$ cat config.mk
export PLATFORM = sky130hd
export DESIGN_NAME = ocd_serial_ctrl
export DESIGN_NICKNAME = d
export VERILOG_FILES = /design/src/common/ocd_pkg.sv /design/src/ocd_serial_ctrl.sv /design/src/ocd_channel_fault.sv
export SDC_FILE = /design/constraint.sdc
export NUM_CORES = 1
export LEC_CHECK = 0
export BUFFER_PORTS_ARGS = -buffer_cell sky130_fd_sc_hd__clkbuf_2
export CORE_MARGIN = 2
export CORE_UTILIZATION = 45
export CTS_BUF_LIST = sky130_fd_sc_hd__clkbuf_8 sky130_fd_sc_hd__clkbuf_16
export DETAILED_ROUTE_END_ITERATION = 8
export HOLD_SLACK_MARGIN = 0.12
export PLACE_DENSITY = 0.63
export SLEW_MARGIN = 20
export SYNTH_ARGS = -nofsm -noshare
export SYNTH_HDL_FRONTEND = slang
export SYNTH_SLANG_ARGS = --single-unit
$ cat constraint.sdc
create_clock -name ref_clk_in -period 6.4 [get_ports ref_clk_in]
set_clock_uncertainty 0.15 [all_clocks]
set_input_delay 0.64 -clock ref_clk_in [delete_from_list [all_inputs] [get_ports ref_clk_in]]
set_output_delay 0.64 -clock ref_clk_in [all_outputs]
set_load 0.01 [all_outputs]
$ cat src/common/ocd_pkg.sv
// What this block does
// - Channels 0,1 on when control bit set or parallel input low.
// - Channels 2 to 7 follow their latched control bit.
// - Serial bits MSB to LSB map to channels 1,3,5,7,0,2,4,6.
// - Returned fault byte uses the same bit positions as control byte.
// - Overcurrent on channels 0 to 5 latches that channel off.
// - Channels 6,7 limit current and latch off only on overtemperature.
// - Each channel has own output latch, fault latch and fault bit.
// - All channels sample output state for serial read back.
// - Overcurrent must persist 0.2 to 12 us before shutdown.
// - Fault detection ignored 15 to 50 us after parallel input change.
// - Open-load fault flagged while output comparator is below reference.
// - Select fall loads status; select rise transfers shifted byte.
// - Latches update only after a nonzero multiple of 8 clocks.
// - Clock idles low; input taken on falling, output changes rising.
// - Reset pin low forces all channels off, clears fault latches.
package ocd_pkg;

  localparam int unsigned CLK_PERIOD_NS = 20;
  localparam int unsigned QUAL_MIN_NS   = 200;
  localparam int unsigned QUAL_MAX_NS   = 12000;
  localparam int unsigned BLANK_MIN_NS  = 15000;
  localparam int unsigned BLANK_MAX_NS  = 50000;
  // Least times round up to whole cycles
  localparam int unsigned QUAL_CYCLES   = (QUAL_MIN_NS + CLK_PERIOD_NS - 1) / CLK_PERIOD_NS;
  localparam int unsigned BLANK_CYCLES  = (BLANK_MIN_NS + CLK_PERIOD_NS - 1) / CLK_PERIOD_NS;

  localparam int unsigned NUM_CHANNELS  = 8;
  localparam int unsigned NUM_LATCHING  = 6;
  localparam int unsigned NUM_PARALLEL  = 2;
  localparam int unsigned BYTE_BITS     = 8;

  localparam logic [7:0] CTL_RESET      = 8'h00;
  localparam logic [2:0] BIT_CNT_RESET  = 3'h0;
  localparam logic [2:0] BIT_CNT_LAST   = 3'h7;

  typedef struct packed {
    logic cs_n;
    logic sck;
    logic mosi;
  } ocd_spi_pins_type;

  typedef struct packed {
    logic [7:0] overcurrent;
    logic [7:0] overtemp;
    logic [7:0] open_load;
  } ocd_sense_type;

  // Output bit c is the serial bit that carries channel c
  function automatic logic [7:0] serial_to_chan(input logic [7:0] ser);
    serial_to_chan = {ser[4], ser[0], ser[5], ser[1], ser[6], ser[2], ser[7], ser[3]};
  endfunction

  function automatic logic [7:0] chan_to_serial(input logic [7:0] ch);
    chan_to_serial = {ch[1], ch[3], ch[5], ch[7], ch[0], ch[2], ch[4], ch[6]};
  endfunction

endpackage

$ cat src/ocd_serial_ctrl.sv
`timescale 1ns/10ps
module ocd_serial_ctrl (
  // Clock and reset
  input  wire logic                     ref_clk_in,
  input  wire logic                     reset_in,
  // Serial bus pins
  input  wire ocd_pkg::ocd_spi_pins_type spi_in,
  output logic                          miso_out,
  output logic                          miso_oe_n_out,
  // Reset and parallel drive pins
  input  wire logic                     drv_reset_n_in,
  input  wire logic                     parallel_drive_a_n_in,
  input  wire logic                     parallel_drive_b_n_in,
  // Output stage sense
  input  wire ocd_pkg::ocd_sense_type   sense_in,
  // Channel drives
  output logic                          switch_out_a_out,
  output logic                          switch_out_b_out,
  output logic [5:0]                    switch_out_rest_out
);
  import ocd_pkg::*;

  //****************************************
  // Pin synchronisers
  //****************************************
  logic [5:0]    pin_meta;
  logic [5:0]    pin_sync;
  ocd_sense_type sense_meta;
  ocd_sense_type sense_sync;
  logic          cs_n_s;
  logic          sck_s;
  logic          mosi_s;
  logic          pin_reset;
  logic          par_a_on;
  logic          par_b_on;

  always_ff @(posedge ref_clk_in or posedge reset_in)
  begin
    if (reset_in)
    begin
      // Idle levels: deselected, clock low, reset and drive pins inactive
      pin_meta   <= 6'h27;
      pin_sync   <= 6'h27;
      sense_meta <= '0;
      sense_sync <= '0;
    end
    else
    begin
      pin_meta   <= {spi_in.cs_n, spi_in.sck, spi_in.mosi, drv_reset_n_in,
                     parallel_drive_a_n_in, parallel_drive_b_n_in};
      pin_sync   <= pin_meta;
      sense_meta <= sense_in;
      sense_sync <= sense_meta;
    end
  end

  assign cs_n_s    = pin_sync[5];
  assign sck_s     = pin_sync[4];
  assign mosi_s    = pin_sync[3];
  assign pin_reset = ~pin_sync[2];
  assign par_a_on  = ~pin_sync[1];
  assign par_b_on  = ~pin_sync[0];

  //****************************************
  // Serial shift logic
  //****************************************
  logic       cs_prev;
  logic       sck_prev;
  logic [7:0] rx_sr;
  logic [7:0] tx_sr;
  logic [2:0] bit_cnt;
  logic       byte_seen;
  logic [7:0] channel_ctl_bits;
  logic       next_cs_prev;
  logic       next_sck_prev;
  logic [7:0] next_rx_sr;
  logic [7:0] next_tx_sr;
  logic [2:0] next_bit_cnt;
  logic       next_byte_seen;
  logic [7:0] next_channel_ctl_bits;
  logic       next_miso;
  logic       next_miso_oe_n;
  logic       cs_fall;
  logic       cs_rise;
  logic       sck_rise;
  logic       sck_fall;
  logic [7:0] channel_fault_bits;
  logic [7:0] drive;

  always_comb
  begin
    cs_fall  = cs_prev & ~cs_n_s;
    cs_rise  = ~cs_prev & cs_n_s;
    sck_rise = ~sck_prev & sck_s;
    sck_fall = sck_prev & ~sck_s;
    next_cs_prev          = cs_n_s;
    next_sck_prev         = sck_s;
    next_rx_sr            = rx_sr;
    next_tx_sr            = tx_sr;
    next_bit_cnt          = bit_cnt;
    next_byte_seen        = byte_seen;
    next_channel_ctl_bits = channel_ctl_bits;
    next_miso             = miso_out;
    next_miso_oe_n        = miso_oe_n_out;
    if (cs_fall)
    begin
      next_tx_sr     = chan_to_serial(channel_fault_bits);
      next_bit_cnt   = BIT_CNT_RESET;
      next_byte_seen = 1'b0;
      next_miso_oe_n = 1'b0;
    end
    else if (cs_rise)
    begin
      next_miso_oe_n = 1'b1;
      // A torn byte would scramble the channel map, so drop it
      if (byte_seen && bit_cnt == BIT_CNT_RESET)
        next_channel_ctl_bits = serial_to_chan(rx_sr);
    end
    else if (!cs_n_s)
    begin
      if (sck_rise)
      begin
        next_miso  = tx_sr[7];
        next_tx_sr = {tx_sr[6:0], 1'b0};
      end
      if (sck_fall)
      begin
        next_rx_sr   = {rx_sr[6:0], mosi_s};
        next_bit_cnt = bit_cnt + 3'h1;
        if (bit_cnt == BIT_CNT_LAST)
          next_byte_seen = 1'b1;
      end
    end
    if (pin_reset)
      next_channel_ctl_bits = CTL_RESET;
  end

  always_ff @(posedge ref_clk_in or posedge reset_in)
  begin
    if (reset_in)
    begin
      cs_prev          <= 1'b1;
      sck_prev         <= 1'b0;
      rx_sr            <= 8'h00;
      tx_sr            <= 8'h00;
      bit_cnt          <= BIT_CNT_RESET;
      byte_seen        <= 1'b0;
      channel_ctl_bits <= CTL_RESET;
      miso_out         <= 1'b0;
      miso_oe_n_out    <= 1'b1;
    end
    else
    begin
      cs_prev          <= next_cs_prev;
      sck_prev         <= next_sck_prev;
      rx_sr            <= next_rx_sr;
      tx_sr            <= next_tx_sr;
      bit_cnt          <= next_bit_cnt;
      byte_seen        <= next_byte_seen;
      channel_ctl_bits <= next_channel_ctl_bits;
      miso_out         <= next_miso;
      miso_oe_n_out    <= next_miso_oe_n;
    end
  end

  //****************************************
  // Channels
  //****************************************
  for (genvar i = 0; i < NUM_CHANNELS; i++)
  begin : g_chan
    ocd_channel_fault #(
      .LATCH_OC (i < NUM_LATCHING),
      .HAS_PAR  (i < NUM_PARALLEL)
    ) u_fault (
      .ref_clk_in     (ref_clk_in),
      .reset_in       (reset_in),
      .ctl_bit_in     (channel_ctl_bits[i]),
      .par_on_in      ((i == 0) ? par_a_on : ((i == 1) ? par_b_on : 1'b0)),
      .pin_reset_in   (pin_reset),
      .overcurrent_in (sense_sync.overcurrent[i]),
      .overtemp_in    (sense_sync.overtemp[i]),
      .open_load_in   (sense_sync.open_load[i]),
      .drive_out      (drive[i]),
      .fault_bit_out  (channel_fault_bits[i])
    );
  end

  assign switch_out_a_out    = drive[0];
  assign switch_out_b_out    = drive[1];
  assign switch_out_rest_out = drive[7:2];
endmodule

$ cat src/ocd_channel_fault.sv
`timescale 1ns/10ps
module ocd_channel_fault #(
  parameter bit LATCH_OC = 1'b1,
  parameter bit HAS_PAR  = 1'b0
) (
  // Clock and reset
  input  wire logic ref_clk_in,
  input  wire logic reset_in,
  // Control
  input  wire logic ctl_bit_in,
  input  wire logic par_on_in,
  input  wire logic pin_reset_in,
  // Sense, already synchronised
  input  wire logic overcurrent_in,
  input  wire logic overtemp_in,
  input  wire logic open_load_in,
  // Results
  output logic      drive_out,
  output logic      fault_bit_out
);
  import ocd_pkg::*;

  logic       fault_latch;
  logic       par_prev;
  logic [3:0] qual_cnt;
  logic [9:0] blank_cnt;
  logic       next_fault_latch;
  logic       next_par_prev;
  logic [3:0] next_qual_cnt;
  logic [9:0] next_blank_cnt;
  logic       next_drive;
  logic       next_fault_bit;
  logic       on_cmd;
  logic       blank;
  logic       par_edge;
  logic       oc_cond;
  logic       trip;

  always_comb
  begin
    on_cmd   = ctl_bit_in | (HAS_PAR & par_on_in);
    par_edge = HAS_PAR & (par_on_in != par_prev);
    // The edge cycle itself is blanked so a trip cannot slip in before the count loads
    blank    = HAS_PAR & (par_edge | (blank_cnt != 10'h000));
    oc_cond  = LATCH_OC & on_cmd & overcurrent_in & ~blank;
    // Lamp channels rely on analog current limit, latch only when hot
    trip     = LATCH_OC ? (oc_cond && qual_cnt == 4'(QUAL_CYCLES - 1))
                        : (overtemp_in & ~blank);
    next_par_prev  = par_on_in;
    next_blank_cnt = par_edge ? 10'(BLANK_CYCLES)
                   : (blank ? blank_cnt - 10'h001 : 10'h000);
    next_qual_cnt  = (oc_cond && qual_cnt != 4'(QUAL_CYCLES - 1)) ? qual_cnt + 4'h1
                   : (oc_cond ? qual_cnt : 4'h0);
    // Set beats the off-clear so a fault in the clearing cycle survives
    if (pin_reset_in)
      next_fault_latch = 1'b0;
    else if (trip)
      next_fault_latch = 1'b1;
    else if (!on_cmd)
      next_fault_latch = 1'b0;
    else
      next_fault_latch = fault_latch;
    next_drive     = on_cmd & ~fault_latch & ~pin_reset_in;
    next_fault_bit = fault_latch | (open_load_in & ~blank);
  end

  always_ff @(posedge ref_clk_in or posedge reset_in)
  begin
    if (reset_in)
    begin
      fault_latch   <= 1'b0;
      par_prev      <= 1'b0;
      qual_cnt      <= 4'h0;
      blank_cnt     <= 10'h000;
      drive_out     <= 1'b0;
      fault_bit_out <= 1'b0;
    end
    else
    begin
      fault_latch   <= next_fault_latch;
      par_prev      <= next_par_prev;
      qual_cnt      <= next_qual_cnt;
      blank_cnt     <= next_blank_cnt;
      drive_out     <= next_drive;
      fault_bit_out <= next_fault_bit;
    end
  end
endmodule

-- After elaboration in Yosys (flattened, before gate mapping)
Index checks and enable logic that the tools add are counted.
- flip-flop bits (word level): 158
- input bits: 32
- output and inout bits: 10
- add/sub/neg operators: 9
- eq/ne operators: 34
- multiplexer cells: 59
- bitwise gates (word level): 60
- reductions and logical operators: 26
- operators by type and width (cell ; number):
    8-bit two-way mux ; 8
    4-bit two-way mux ; 12
    10-bit two-way mux ; 4
    1-bit two-way mux ; 31
    1-bit bitwise AND ; 30
    4-bit by 1-bit adder with 4-bit output (second input constant) ; 6
    4-bit equality test (second input constant) ; 6
    4-bit inequality test (second input constant) ; 6
    10-bit nonzero test ; 2
    10-bit by 1-bit subtractor with 10-bit output (second input constant) ; 2
    1-bit NOT ; 18
    2-bit inequality test (second input constant) ; 8
    1-bit logical AND ; 13
    3-bit two-way mux ; 4
    3-bit by 2-bit inequality test with 1-bit output (second input constant) ; 4
    3-bit inequality test (second input constant) ; 4
    1-bit bitwise OR ; 12
    4-bit AND reduction ; 3
    3-bit AND reduction ; 3
    2-bit nonzero test ; 4
    2-bit by 1-bit inequality test with 1-bit output (second input constant) ; 3
    3-bit by 1-bit adder with 3-bit output (second input constant) ; 1
    3-bit equality test (second input constant) ; 1
    3-bit logical NOT ; 1
    1-bit inequality test ; 2

-- Depth between registers and ports, before layout
Gate-level depths: netlist (run 1).
- depth in word-level cells: 8
- depth in mapped cells: 7
- gate-level depth less buffers: 5

-- Cells and area by module
A second synthesis (run 1) with hierarchy kept.
- cells, all modules: 497
- area total of the unflattened synthesis: 6493.7 um2
- by module, submodules not included (module ; times used ; cells an instance ; area each (um2)):
    ocd_serial_ctrl ; 1 ; 179 ; 3022.9
    ocd_channel_fault (g_chan[2].u_fault ...) ; 4 ; 33 ; 356.6
    ocd_channel_fault (g_chan[0].u_fault) ; 1 ; 85 ; 925.9
    ocd_channel_fault (g_chan[1].u_fault) ; 1 ; 85 ; 915.9
    ocd_channel_fault (g_chan[6].u_fault ...) ; 2 ; 8 ; 101.3

-- Least setup slack after synthesis (run 1)
OpenSTA, ideal clock, no wires.
- kind: reg-to-reg
- start point: register pin_sync[5]
- end point: register rx_sr[0]
- setup time: 0.125 ns
- arrival time: 1.748 ns
- required time: 6.125 ns
- setup slack: 4.377 ns
- cell stages (with the launch flop): 6
- path buffers: 1
- period minus slack after synthesis: 2.023 ns
- path through: dfstp_2 > inv_1 > ha_1 > nor4bb_1 > clkbuf_1 > mux2_2
- word-level cells in the longest chain between the ends: 4
- RTL lines (item ; line ; source):
    from (decl) ; ocd_serial_ctrl.sv:27 ; logic [5:0] pin_sync;
    from (signal assigned) ; ocd_serial_ctrl.sv:51 ; pin_sync <= pin_meta;
    1-bit NOT (no line) ; - ;
    1-bit bitwise AND ; ocd_serial_ctrl.sv:92 ; cs_fall = cs_prev & ~cs_n_s;
    1-bit NOT (no line) ; - ;
    4-bit AND reduction (no line) * ; - ;
    to (signal assigned) ; ocd_serial_ctrl.sv:156 ; rx_sr <= next_rx_sr;
    to (decl) ; ocd_serial_ctrl.sv:69 ; logic [7:0] rx_sr;
Mark *: on every way between the ends. The rest lies on a longest branch, timed or not.
A chain may end at the register's enable or synchronous reset.

-- Final worst setup path (run 1)
- start point: register cs_prev
- end point: register tx_sr[6]
- word-level cells in the longest chain between the ends: 4
- RTL lines (item ; line ; source):
    from (decl) ; ocd_serial_ctrl.sv:67 ; logic cs_prev;
    from (signal assigned) ; ocd_serial_ctrl.sv:154 ; cs_prev <= next_cs_prev;
    1-bit NOT ; ocd_serial_ctrl.sv:93 ; cs_rise = ~cs_prev & cs_n_s;
    1-bit bitwise AND ; ocd_serial_ctrl.sv:93 ;
    2-bit inequality test (no line) ; - ;
    3-bit AND reduction (no line) ; - ;
    to (signal assigned) ; ocd_serial_ctrl.sv:157 ; tx_sr <= next_tx_sr;
    to (decl) ; ocd_serial_ctrl.sv:70 ; logic [7:0] tx_sr;
Parallel ways exist; a longest one is shown, timed or not.

==> results by group, run 1 <==
Run status
  – Outcome: complete, no violations

Flow run
  – Max Cap Violations: 0

Clocking
  – Max clock buf depth: 2
  – CTS Buf Count: 17
  – Postcts setup bufs: 0
  – H-tree depth: 4
  – Clk sink count: ~150
  – TritonCTS clock tree: yes
  – Worst-Skew Late Latency: about 0.42 ns
  – Clock tree root driver cell: clkbuf_16
  – CTS clk-pin slew, worst paths: 0.06 ns
  – CTS Hold Buffers Added: 0
  – Resized cells post-CTS: 0

Yosys
  – Distinct cells, synth: between 50 and 60
  – Proportion of synthesized area in mux cells: 0.05096
  – Syn Inst Count: 475
  – EDFF count, synth: 0
  – Netlist Area Pre-Place: 5868 um2
  – Flops & latches, synth: 146
  – Register area share after synthesis: 0.6247
  – Biggest area consumer among synthesized cells: dfrtp_1
  – Syn Area/Cell: approximately 12 um2
  – Main area contributors after synthesis: dfrtp_1, dfstp_2, mux2_2
  – XOR/XNOR Fraction of Synth Area: 0.03582
  – Simple-gate share of the synthesized area: 0.1433
  – Area fraction in compound gates after synthesis: 0.07463
  – Synthesized Nets: between 500 and 600
  – Ys async rst share: 1.000
  – Post-synthesis adder-cell area fraction: 0.04051
  – Largest family of logic cells by synthesized area: simple AND/OR/NAND/NOR gates
  – YS warnings: 0
  – Synth top area share: 0.5800
  – Post-synth top flop: dfrtp_1

STA
  – Final setup fails: 0
  – Period utilization: 0.4529
  – RSZ-0062 raised after global routing: false
  – Tmin final: 2.899 ns
  – Tightest Pin Transition: a little over 0.9 ns
  – Fmax: roughly 340 MHz
  – Slew margin rel.: 0.3853
  – Setup TNS: 0 ns
  – Slew Viols, Final: 0
  – Final Hold Viols: 0

Setup path
  – Register-to-Register Path Depth: 4
  – Slowest CP cell: ha_1
  – Crit path required time: around 6.6 ns
  – Largest stage delay, worst path: about 0.65 ns
  – Critical-path cell list: ha_1 > clkinv_1 > a21oi_2 > mux2_2
  – Critical Path AT: roughly 3.1 ns
  – Critical path class: flip-flop to flip-flop
  – Startpoint Class: flip-flop
  – Worst Setup End Kind: flip-flop
  – Worst-path fanout max: 21

Floorplanning
  – Core box area: 12670 um2
  – Io pins: 42
  – Full die area: around 14000 um2
  – Die outline width: about 120 um
  – Rows: slightly above 40
  – Initial Utilization: 0.4631
  – Die Span Y: 118.2 um

Placement
  – DP Wirelength: 6.487 mm
  – Port-buffer cells: 33
  – RD Place Congestion: 0.7502
  – Placed Instances: roughly 670

Finish
  – Area grow syn2layout: 16.40%
  – Layout cell share with drive strength beyond 1: 0.2220
  – Ant. Diodes: 0
  – Filler Cells Inserted: about 1100
  – Reg area: 3666 um2
  – Commonest non-fill, non-tap cell in the layout: dfrtp_1
  – Post-route non-filler standard cell count: roughly 700
  – Nets: approximately 570
  – Area of the multi-input gates: 2026 um2
  – Most frequent cells in the layout: dfrtp_1, nor2_1, clkbuf_2

Drt
  – DRC viols: 0
  – DRT iter0 DRCs: between 200 and 250
  – Average wire per standard cell: between 10 and 15 um
  – Via count: approximately 3600
  – 1st-pass router iterations: 4
  – Post-route ant nets: 0
  – Routed vias/inst: a little over 5
  – WL final: approximately 9.9 mm

Global route
  – First-pass GRT wire length: ~17 mm
  – Antenna violations before repair: 0
  – Largest net degree at the start of global routing: 78
  – GR Util All Layers: 0.1576
  – Vias in the first global route: roughly 3700
  – Total global routing overflow: 0

Power and ir drop
  – Leakage power: between 3 and 4 nW
  – P per Cell Area: approximately 330 nW/um2
  – Worst VDD drop: about 220 uV

Min path
  – Hold Path Class: input port to async pin
==> report_power, final <==
| part | total [mW] | switching [mW] | internal [mW] | leakage, nW |
|---|---|---|---|---|
| Sequential | 1.04 | 0.0465 | 0.994 | 1.80 |
| Combinational | 0.143 | 0.0715 | 0.0714 | 0.890 |
| Clock | 1.05 | 0.362 | 0.689 | 0.319 |
| Total | 2.24 | 0.480 | 1.75 | 3.01 |
==> path summary, 6_finish.rpt <==
kind | from | to | slack [ns]
min in group ref_clk_in | parallel_drive_b_n_in | pin_meta[0] | 0.15
max in group asynchronous | reset_in | g_chan[4].u_fault.qual_cnt[3] | 4.60
hold reg to reg | pin_meta[4] | pin_sync[4] | 0.19
hold / removal | reset_in | sense_meta[7] | 0.15
setup / recovery | cs_prev | tx_sr[6] | 3.50
setup reg to reg | cs_prev | tx_sr[6] | 3.50
==> synthesized netlist by cell type (8+ instances only) <==
| master | count |
|---|---|
| dfstp_2 | 10 |
| ha_1 | 19 |
| nand2_1 | 18 |
| o21ai_0 | 24 |
| clkbuf_1 | 9 |
| xnor2_1 | 16 |
| inv_1 | 25 |
| nor3_1 | 16 |
| dfrtp_1 | 136 |
| a21oi_1 | 18 |
| mux2_2 | 23 |
| nand3_1 | 22 |
| nor4_1 | 8 |
| nor2_1 | 35 |
| xor2_1 | 8 |
==> logic make-up after synthesis <==
logic type | after synthesis
AOI/OAI and AO/OA | 70
xor gates and xnor gates | 24
adders and majority gates | 19
buffers and inverters | 41
DFF | 146
muxes | 27
and+or+nand+nor | 148
==> sequential cells by signal, summed over array words and instances, names as in the netlist, 16 cells and up <==
signal,flops
sense_sync,16
g_chan.u_fault.qual_cnt,24
sense_meta,16
g_chan.u_fault.blank_cnt,20
==> through the flow <==
stage	utilization	power (mW)	area (um2)	hold WS [ns]	worst slack, ns
5_1_grt	0.5391	2.333	6830	0.1306	3.310
3_3_place_gp	0.4885	1.196	6190	0.1815	3.559
4_1_cts	0.5391	2.263	6830	0.1317	3.473
6_report	0.5391	2.235	6830	0.1492	3.501
2_1_floorplan	-	1.154	5868	0.1812	1.704
3_5_place_dp	0.4885	1.203	6190	0.1847	3.505
==> per-layer routing <==
metal / vias up / global-route usage / wire length, um
met5: - / 0 / 0
met4: 0 / 0.06852 / 154
met3: 16 / 0.04875 / 345
met2: 49 / 0.2471 / 4763
met1: 1783 / 0.2024 / 4626
li1: 1739 / - / -
==> worst max-delay path: cells and delay by family (launching register included) <==
family,cells,cell delay (ns)
DFF,1,0.53
muxes,1,0.40
buffers and inverters,1,0.53
adders and majority gates,1,0.65
AOI/OAI and AO/OA,1,0.52
==> cell type report <==
class	instances	share of cell area
Clock inverter	11	0.02345
Inverter	26	0.01502
Sequential cell	146	0.5367
Timing Repair Buffer	35	0.02638
Clock buffer	21	0.07034
Multi-Input combinational cell	288	0.2966
Tap cell	172	0.03151
Power figures use the tool's default switching activity.
==> inputs of run 2 (changes only) <==
- ABC_AREA: unset -> 1
- clock period: 6.4 -> 2.7 ns (I/O delays scaled with it)
==> results by group, run 2 <==
Clocking
  – Worst-Skew Late Latency: 0.42 ns (about the same)
  – TritonCTS clock tree: yes
  – Max clock buf depth: 2 (unchanged)
  – H-tree depth: 4 (unchanged)
  – CTS Buf Count: 17 (unchanged)
  – Postcts setup bufs: 0 (unchanged)
  – CTS clk-pin slew, worst paths: 0.06 ns (about the same)
  – Clock tree root driver cell: clkbuf_16
  – Clk sink count: 146 (unchanged)
  – Resized cells post-CTS: 0 (unchanged)

Global route
  – Antenna violations before repair: 0 (unchanged)
  – Vias in the first global route: 3987 (+7.4%)
  – GR Util All Layers: 0.1586 (+0.0009955)
  – Total global routing overflow: 0 (unchanged)
  – First-pass GRT wire length: 17.48 mm (+1.0%)
  – Largest net degree at the start of global routing: 63 (-19%)

Finish
  – Ant. Diodes: 0 (unchanged)
  – Nets: 677 (+20%)
  – Commonest non-fill, non-tap cell in the layout: dfrtp_1
  – Reg area: 3666 um2 (unchanged)
  – Most frequent cells in the layout: dfrtp_1, nand2_1, inv_1
  – Area of the multi-input gates: 1790 um2 (-12%)
  – Fin area: 6969 um2 (+2.0%)
  – Filler Cells Inserted: 1098 (-0.45%)
  – Largest registers: g_chan.u_fault.qual_cnt x24, g_chan.u_fault.blank_cnt x20
  – Biggest register: g_chan.u_fault.qual_cnt
  – Layout cell share with drive strength beyond 1: 0.1721 (-0.04987)
  – Number of flip-flops in the largest register: 24 (unchanged)
  – Area grow syn2layout: 19.68%

Setup path
  – Crit path required time: 2.86 ns (-3.69 ns)
  – Critical path class: flip-flop to flip-flop
  – R2R Path End: channel_ctl_bits[0]
  – Register-to-Register Path Depth: 6 (+2)
  – Worst Setup End Kind: flip-flop
  – R2R setup slack: 0.63 ns (-2.87 ns)
  – Worst-path fanout max: 7 (-67%)
  – Critical Path AT: 2.22 ns (-0.83 ns)
  – Reg2reg start: pin_sync[5]
  – Startpoint Class: flip-flop

STA
  – Final setup fails: 0 (unchanged)
  – Setup TNS: 0 ns (unchanged)
  – Slew margin rel.: 0.6504 (+0.2651)
  – Slew Viols, Final: 0 (unchanged)
  – Tightest Pin Transition: 0.5215 ns (-0.4005 ns)
  – Tmin final: 2.068 ns (-0.8306 ns)
  – RSZ-0062 raised after global routing: false
  – Final Hold Viols: 0 (unchanged)
  – Period utilization: 0.7659 (+0.3130)
  – Fmax: 483.5 MHz (+40%)

Floorplanning
  – Die Span Y: 117.8 um (-0.37%)
  – Io pins: 42 (unchanged)
  – Initial Utilization: 0.4614 (-0.001687)
  – Full die area: 13870 um2 (-0.74%)
  – Die outline width: 117.8 um (-0.37%)
  – Core box area: 12620 um2 (-0.40%)
  – Rows: 41 (unchanged)

Drt
  – Via count: 3851 (+7.4%)
  – DRT iter0 DRCs: 247 (+18%)
  – WL final: 9.752 mm (-1.4%)
  – Post-route ant nets: 0 (unchanged)
  – DRC viols: 0 (unchanged)
  – Average wire per standard cell: 12.02 um (-15%)
  – Routed vias/inst: 4.748 (-7.5%)
  – 1st-pass router iterations: 4 (unchanged)

Yosys
  – Biggest area consumer among synthesized cells: dfrtp_1
  – Syn Inst Count: 558 (+17%)
  – Distinct cells, synth: 32 (-42%)
  – EDFF count, synth: 0 (unchanged)
  – Synthesized Nets: 609 (+16%)
  – Flops & latches, synth: 146 (unchanged)
  – Ys async rst share: 1.000 (unchanged)
  – Top-count cell post-synth: dfrtp_1
  – YS warnings: 0 (unchanged)
  – Main area contributors after synthesis: dfrtp_1, nand2_1, dfstp_2
  – Register area share after synthesis: 0.6296 (+0.004832)
  – Synth top area share: 0.5844 (+0.004486)
  – Post-synth top flop: dfrtp_1
  – Syn Area/Cell: 10.44 um2 (-16%)
  – Top post-synthesis cells by count: dfrtp_1, nand2_1, inv_1, nor2_1
  – Netlist Area Pre-Place: 5823 um2 (-0.77%)

Power and ir drop
  – P per Cell Area: 724.3 nW/um2 (+120%)
  – Net Sw Frac: 0.2358 (+0.02084)
  – Sequential share of power: 0.483 (+0.017)
  – Clock power share: 0.443 (-0.027)
  – Part of the power in combinational logic: 0.075 (+0.011)
  – Int Power: 3.857 mW (+120%)
  – Switching Power: 1.190 mW (+150%)
  – Leakage power: 3.395 nW (+13%)
  – Worst VDD drop: 510.5 uV (+130%)

Min path
  – HP Start: sense_meta[18]
  – Hold Path Class: flip-flop to flip-flop
  – Hold path cells: 0
  – WHS Endpoint: sense_sync[18]

Placement
  – Port-buffer cells: 33 (unchanged)
  – DP Wirelength: 6.574 mm (+1.3%)
  – RD Place Congestion: 0.7648 (+1.9%)
  – Placed cell area: 6168 um2 (-0.34%)

Flow run
  – Max Cap Violations: 0 (unchanged)

Run status
  – Outcome: complete, no violations
==> run 2: kinds of logic (layout without fill, tap and decap cells) <==
family / after synthesis / count (layout) / share of synthesized area
AO/OA/AOI/OAI: 70 / 70 / 0.06919
XOR/XNOR: 18 / 18 / 0.02707
adder cells (fa/ha/maj): 19 / 19 / 0.04083
buffers and inverters: 84 / 165 / 0.06296
flip-flops: 146 / 146 / 0.6296
AND/OR/NAND/NOR: 221 / 221 / 0.1704
==> run 2: per-stage QoR <==
| stage | total power [mW] | instances | setup slack (ns) | hold WS (ns) | utilization |
|---|---|---|---|---|---|
| after floorplan | 2.718 | 558 | 0.4551 | 0.1245 | - |
| after detailed placement | 2.832 | 756 | 0.6264 | 0.1541 | 0.4888 |
| after global routing | 5.297 | 811 | 0.4702 | 0.2009 | 0.5523 |
| after CTS | 5.111 | 811 | 0.6038 | 0.1980 | 0.5523 |
| after global placement | 2.814 | 756 | 0.6159 | 0.1502 | 0.4888 |
| final | 5.048 | 811 | 0.6319 | 0.1978 | 0.5523 |
==> run 2: what timing repair did <==
item	CTS	global route
hold buffers	23	0
endpoints found under the setup margin	0	0
endpoints found under the hold margin	91	0
==> run 2: layer usage <==
layer / vias up / GRT usage / routed length, um
met5: - / 0 / 0
met4: 0 / 0.05648 / 112
met3: 12 / 0.05281 / 365
met2: 65 / 0.2562 / 4668
met1: 1851 / 0.2003 / 4604
li1: 1923 / - / -
==> run 2: worst max-delay path by stage <==
stage	startpoint	endpoint	slack [ns]
final	pin_sync[5]	channel_ctl_bits[0]	0.63
after floorplan	reset_in	bit_cnt[0]	0.46
after detailed placement	pin_sync[5]	channel_ctl_bits[0]	0.63
after global placement	pin_sync[5]	channel_ctl_bits[0]	0.62
after CTS	pin_sync[5]	channel_ctl_bits[3]	0.60
after global routing	pin_sync[5]	rx_sr[1]	0.47
==> run 2: layout make-up <==
cell class                      instances  area share
Sequential cell                       146      0.5260
Clock buffer                           17     0.06104
Multi-Input combinational cell        328      0.2569
Clock inverter                         15     0.02083
Inverter                               70     0.03824
Tap cell                              172     0.03088
Timing Repair Buffer                   63     0.06607
==> run 2: power groups by stage <==
stage | registers [mW] | logic, mW | clock network, mW
3_5_place_dp | 2.47 | 0.357 | 0
3_3_place_gp | 2.47 | 0.343 | 0
4_1_cts | 2.44 | 0.386 | 2.29
5_1_grt | 2.46 | 0.451 | 2.39
2_1_floorplan | 2.46 | 0.259 | 0
6_report | 2.44 | 0.377 | 2.23
==> run 2: worst max-delay path, stage by stage, from the launching register on <==
cell and delay [ns]:
dfstp_2 0.55, inv_1 0.07, ha_1 0.30, nor3_2 0.50, inv_1 0.19, nor2_1 0.14, nor2_1 0.06
==> inputs of run 3 (changes only) <==
- PLACE_DENSITY: 0.63 -> 0.66
- clock period: 2.7 -> 1.9 ns (I/O delays scaled with it)
==> results by group, run 3 (synthesis gave the netlist of run 2 again) <==
Setup path
  – Worst-path fanout max: 7 (unchanged)
  – Critical path class: flip-flop to flip-flop
  – Critical Path AT: 1.96 ns (-0.26 ns)
  – Worst Setup End Kind: flip-flop
  – Crit path required time: 2.08 ns (-0.78 ns)
  – Startpoint Class: flip-flop

Min path
  – Hold Path Class: input port to async pin

STA
  – Tmin final: 1.781 ns (-0.2868 ns)
  – Period utilization: 0.9375 (+0.1716)
  – Slew Viols, Final: 0 (unchanged)
  – Final Hold Viols: 0 (unchanged)
  – Hold WS: 0.1926 ns (-0.005182 ns)
  – Final setup fails: 0 (unchanged)
  – Tightest Pin Transition: 0.4164 ns (-0.1052 ns)
  – Fmax: 561.4 MHz (+16%)
  – RSZ-0062 raised after global routing: false
  – Slew margin rel.: 0.7195 (+0.06907)
  – Setup TNS: 0 ns (unchanged)

Drt
  – DRT iter0 DRCs: 217 (-12%)
  – 1st-pass router iterations: 4 (unchanged)
  – DRC viols: 0 (unchanged)
  – Average wire per standard cell: 12.07 um (+0.37%)
  – Via count: 3834 (-0.44%)
  – Post-route ant nets: 0 (unchanged)
  – WL final: 9.885 mm (+1.4%)
  – Routed vias/inst: 4.681 (-1.4%)

Clocking
  – CTS Buf Count: 17 (unchanged)
  – Clk sink count: 146 (unchanged)
  – TritonCTS clock tree: yes
  – H-tree depth: 4 (unchanged)
  – CTS clk-pin slew, worst paths: 0.06 ns (about the same)
  – Clock tree root driver cell: clkbuf_16
  – Max clock buf depth: 2 (unchanged)
  – Worst-Skew Late Latency: 0.41 ns (about the same)

Floorplanning
  – Rows: 41 (unchanged)
  – Core box area: 12620 um2 (unchanged)
  – Die outline width: 117.8 um (unchanged)
  – Io pins: 42 (unchanged)
  – Full die area: 13870 um2 (unchanged)
  – Die Span Y: 117.8 um (unchanged)
  – Initial Utilization: 0.4614 (unchanged)

Run status
  – Outcome: complete, no violations

Placement
  – Placed cell area: 6231 um2 (+1.0%)
  – Port-buffer cells: 33 (unchanged)
  – RD Place Congestion: 0.7597 (-0.67%)
  – DP Wirelength: 6.661 mm (+1.3%)
  – Placed Instances: 761 (+0.66%)

Finish
  – Number of flip-flops in the largest register: 24 (unchanged)
  – Post-route non-filler standard cell count: 819 (+0.99%)
  – Ant. Diodes: 0 (unchanged)
  – Area grow syn2layout: 21.92%
  – Largest registers: g_chan.u_fault.qual_cnt x24, g_chan.u_fault.blank_cnt x20
  – Commonest non-fill, non-tap cell in the layout: dfrtp_1
  – Biggest register: g_chan.u_fault.qual_cnt
  – Most frequent cells in the layout: dfrtp_1, nand2_1, inv_1
  – Filler Cells Inserted: 1120 (+2.0%)
  – Fin area: 7099 um2 (+1.9%)
  – Layout cell share with drive strength beyond 1: 0.1886 (+0.01642)
  – Nets: 685 (+1.2%)

Power and ir drop
  – P per Cell Area: 1017 nW/um2 (+40%)
  – Worst VDD drop: 543.9 uV (+6.5%)
  – Total Power: 7.220 mW (+43%)
  – Leakage power: 3.478 nW (+2.4%)

Global route
  – Vias in the first global route: 4050 (+1.6%)
  – Largest net degree at the start of global routing: 54 (-14%)
  – Antenna violations before repair: 0 (unchanged)
  – GR Util All Layers: 0.1617 (+0.003041)
  – First-pass GRT wire length: 18.05 mm (+3.2%)
  – GR met3 Demand/Resource: 0.04506 (-0.007752)
  – Layer with the highest usage: met2
  – Met2 usage: 0.2685 (+0.01235)
  – Met1 GRT Util: 0.2054 (+0.005080)
  – Total global routing overflow: 0 (unchanged)

Flow run
  – Max Cap Violations: 0 (unchanged)
## run 3: cell types whose count changed in the layout (fill, tap and decap cells not counted), sizes merged
cell,change
buf,+8
clkinv,+5
clkbuf,+3
clkinvlp,-5
inv,-3
## run 3: worst paths after layout
path                                                     start                       endpoint  slack (ns)  cells past startpoint
worst max-delay path            g_chan[1].u_fault.blank_cnt[0]  g_chan[1].u_fault.qual_cnt[2]        0.12                      9
worst min-delay path                                  reset_in                       tx_sr[4]        0.19                      3
worst max register to register  g_chan[1].u_fault.blank_cnt[0]  g_chan[1].u_fault.qual_cnt[2]        0.12                      9
worst min register to register                  sense_meta[19]                 sense_sync[19]        0.20                      0
max in group asynchronous                             reset_in                    pin_sync[1]        0.76                      4
min in group ref_clk_in                         sense_meta[19]                 sense_sync[19]        0.20                      0
## run 3: routing by layer
layer	wire length, um	part of all wire
met2	4890	0.49
met1	4612	0.47
met3	320	0.032
met4	61	0.0062
met5	0	0
## run 3: layout make-up
class / count / area (um2) / share of cell area
Multi-Input combinational cell: 328 / 1809 / 0.2548
Inverter: 70 / 269.0 / 0.03789
Clock inverter: 12 / 115.1 / 0.01621
Timing Repair Buffer: 71 / 558.0 / 0.07860
Tap cell: 172 / 215.2 / 0.03031
Sequential cell: 146 / 3666 / 0.5164
Clock buffer: 20 / 466.7 / 0.06574
## run 3: what timing repair did
| item | 4_1_cts | 5_1_grt |
|---|---|---|
| gates resized for setup | 0 | 7 |
| endpoints found under the setup margin | 0 | 28 |
| hold buffers | 23 | 0 |
| hold endpoints to repair | 159 | 0 |
| setup buffers | 0 | 3 |
## run 3: power breakdown
group          leakage, nW  switching [mW]  total, mW  internal (mW)
Clock                0.302            1.18       3.19           2.02
Sequential            1.80           0.112       3.46           3.35
Combinational         1.38           0.332      0.563          0.231
Total                 3.48            1.62       7.22           5.60
## run 3: through the flow
step | utilization | setup WS, ns
floorplan | - | -0.2649
finish | 0.5626 | 0.1187
global route | 0.5626 | 0.001661
CTS | 0.5581 | 0.006436
global placement | 0.4938 | 0.1044
detailed placement | 0.4938 | 0.04641
## run 3: critical path: stages (launching register included)
cell     delay, ns
dfrtp_1       0.39
inv_1         0.14
ha_1          0.22
nand2_2       0.11
nor2_4        0.12
nand2_2       0.08
nor2_2        0.16
buf_4         0.18
nand2_2       0.07
nor3_2        0.11
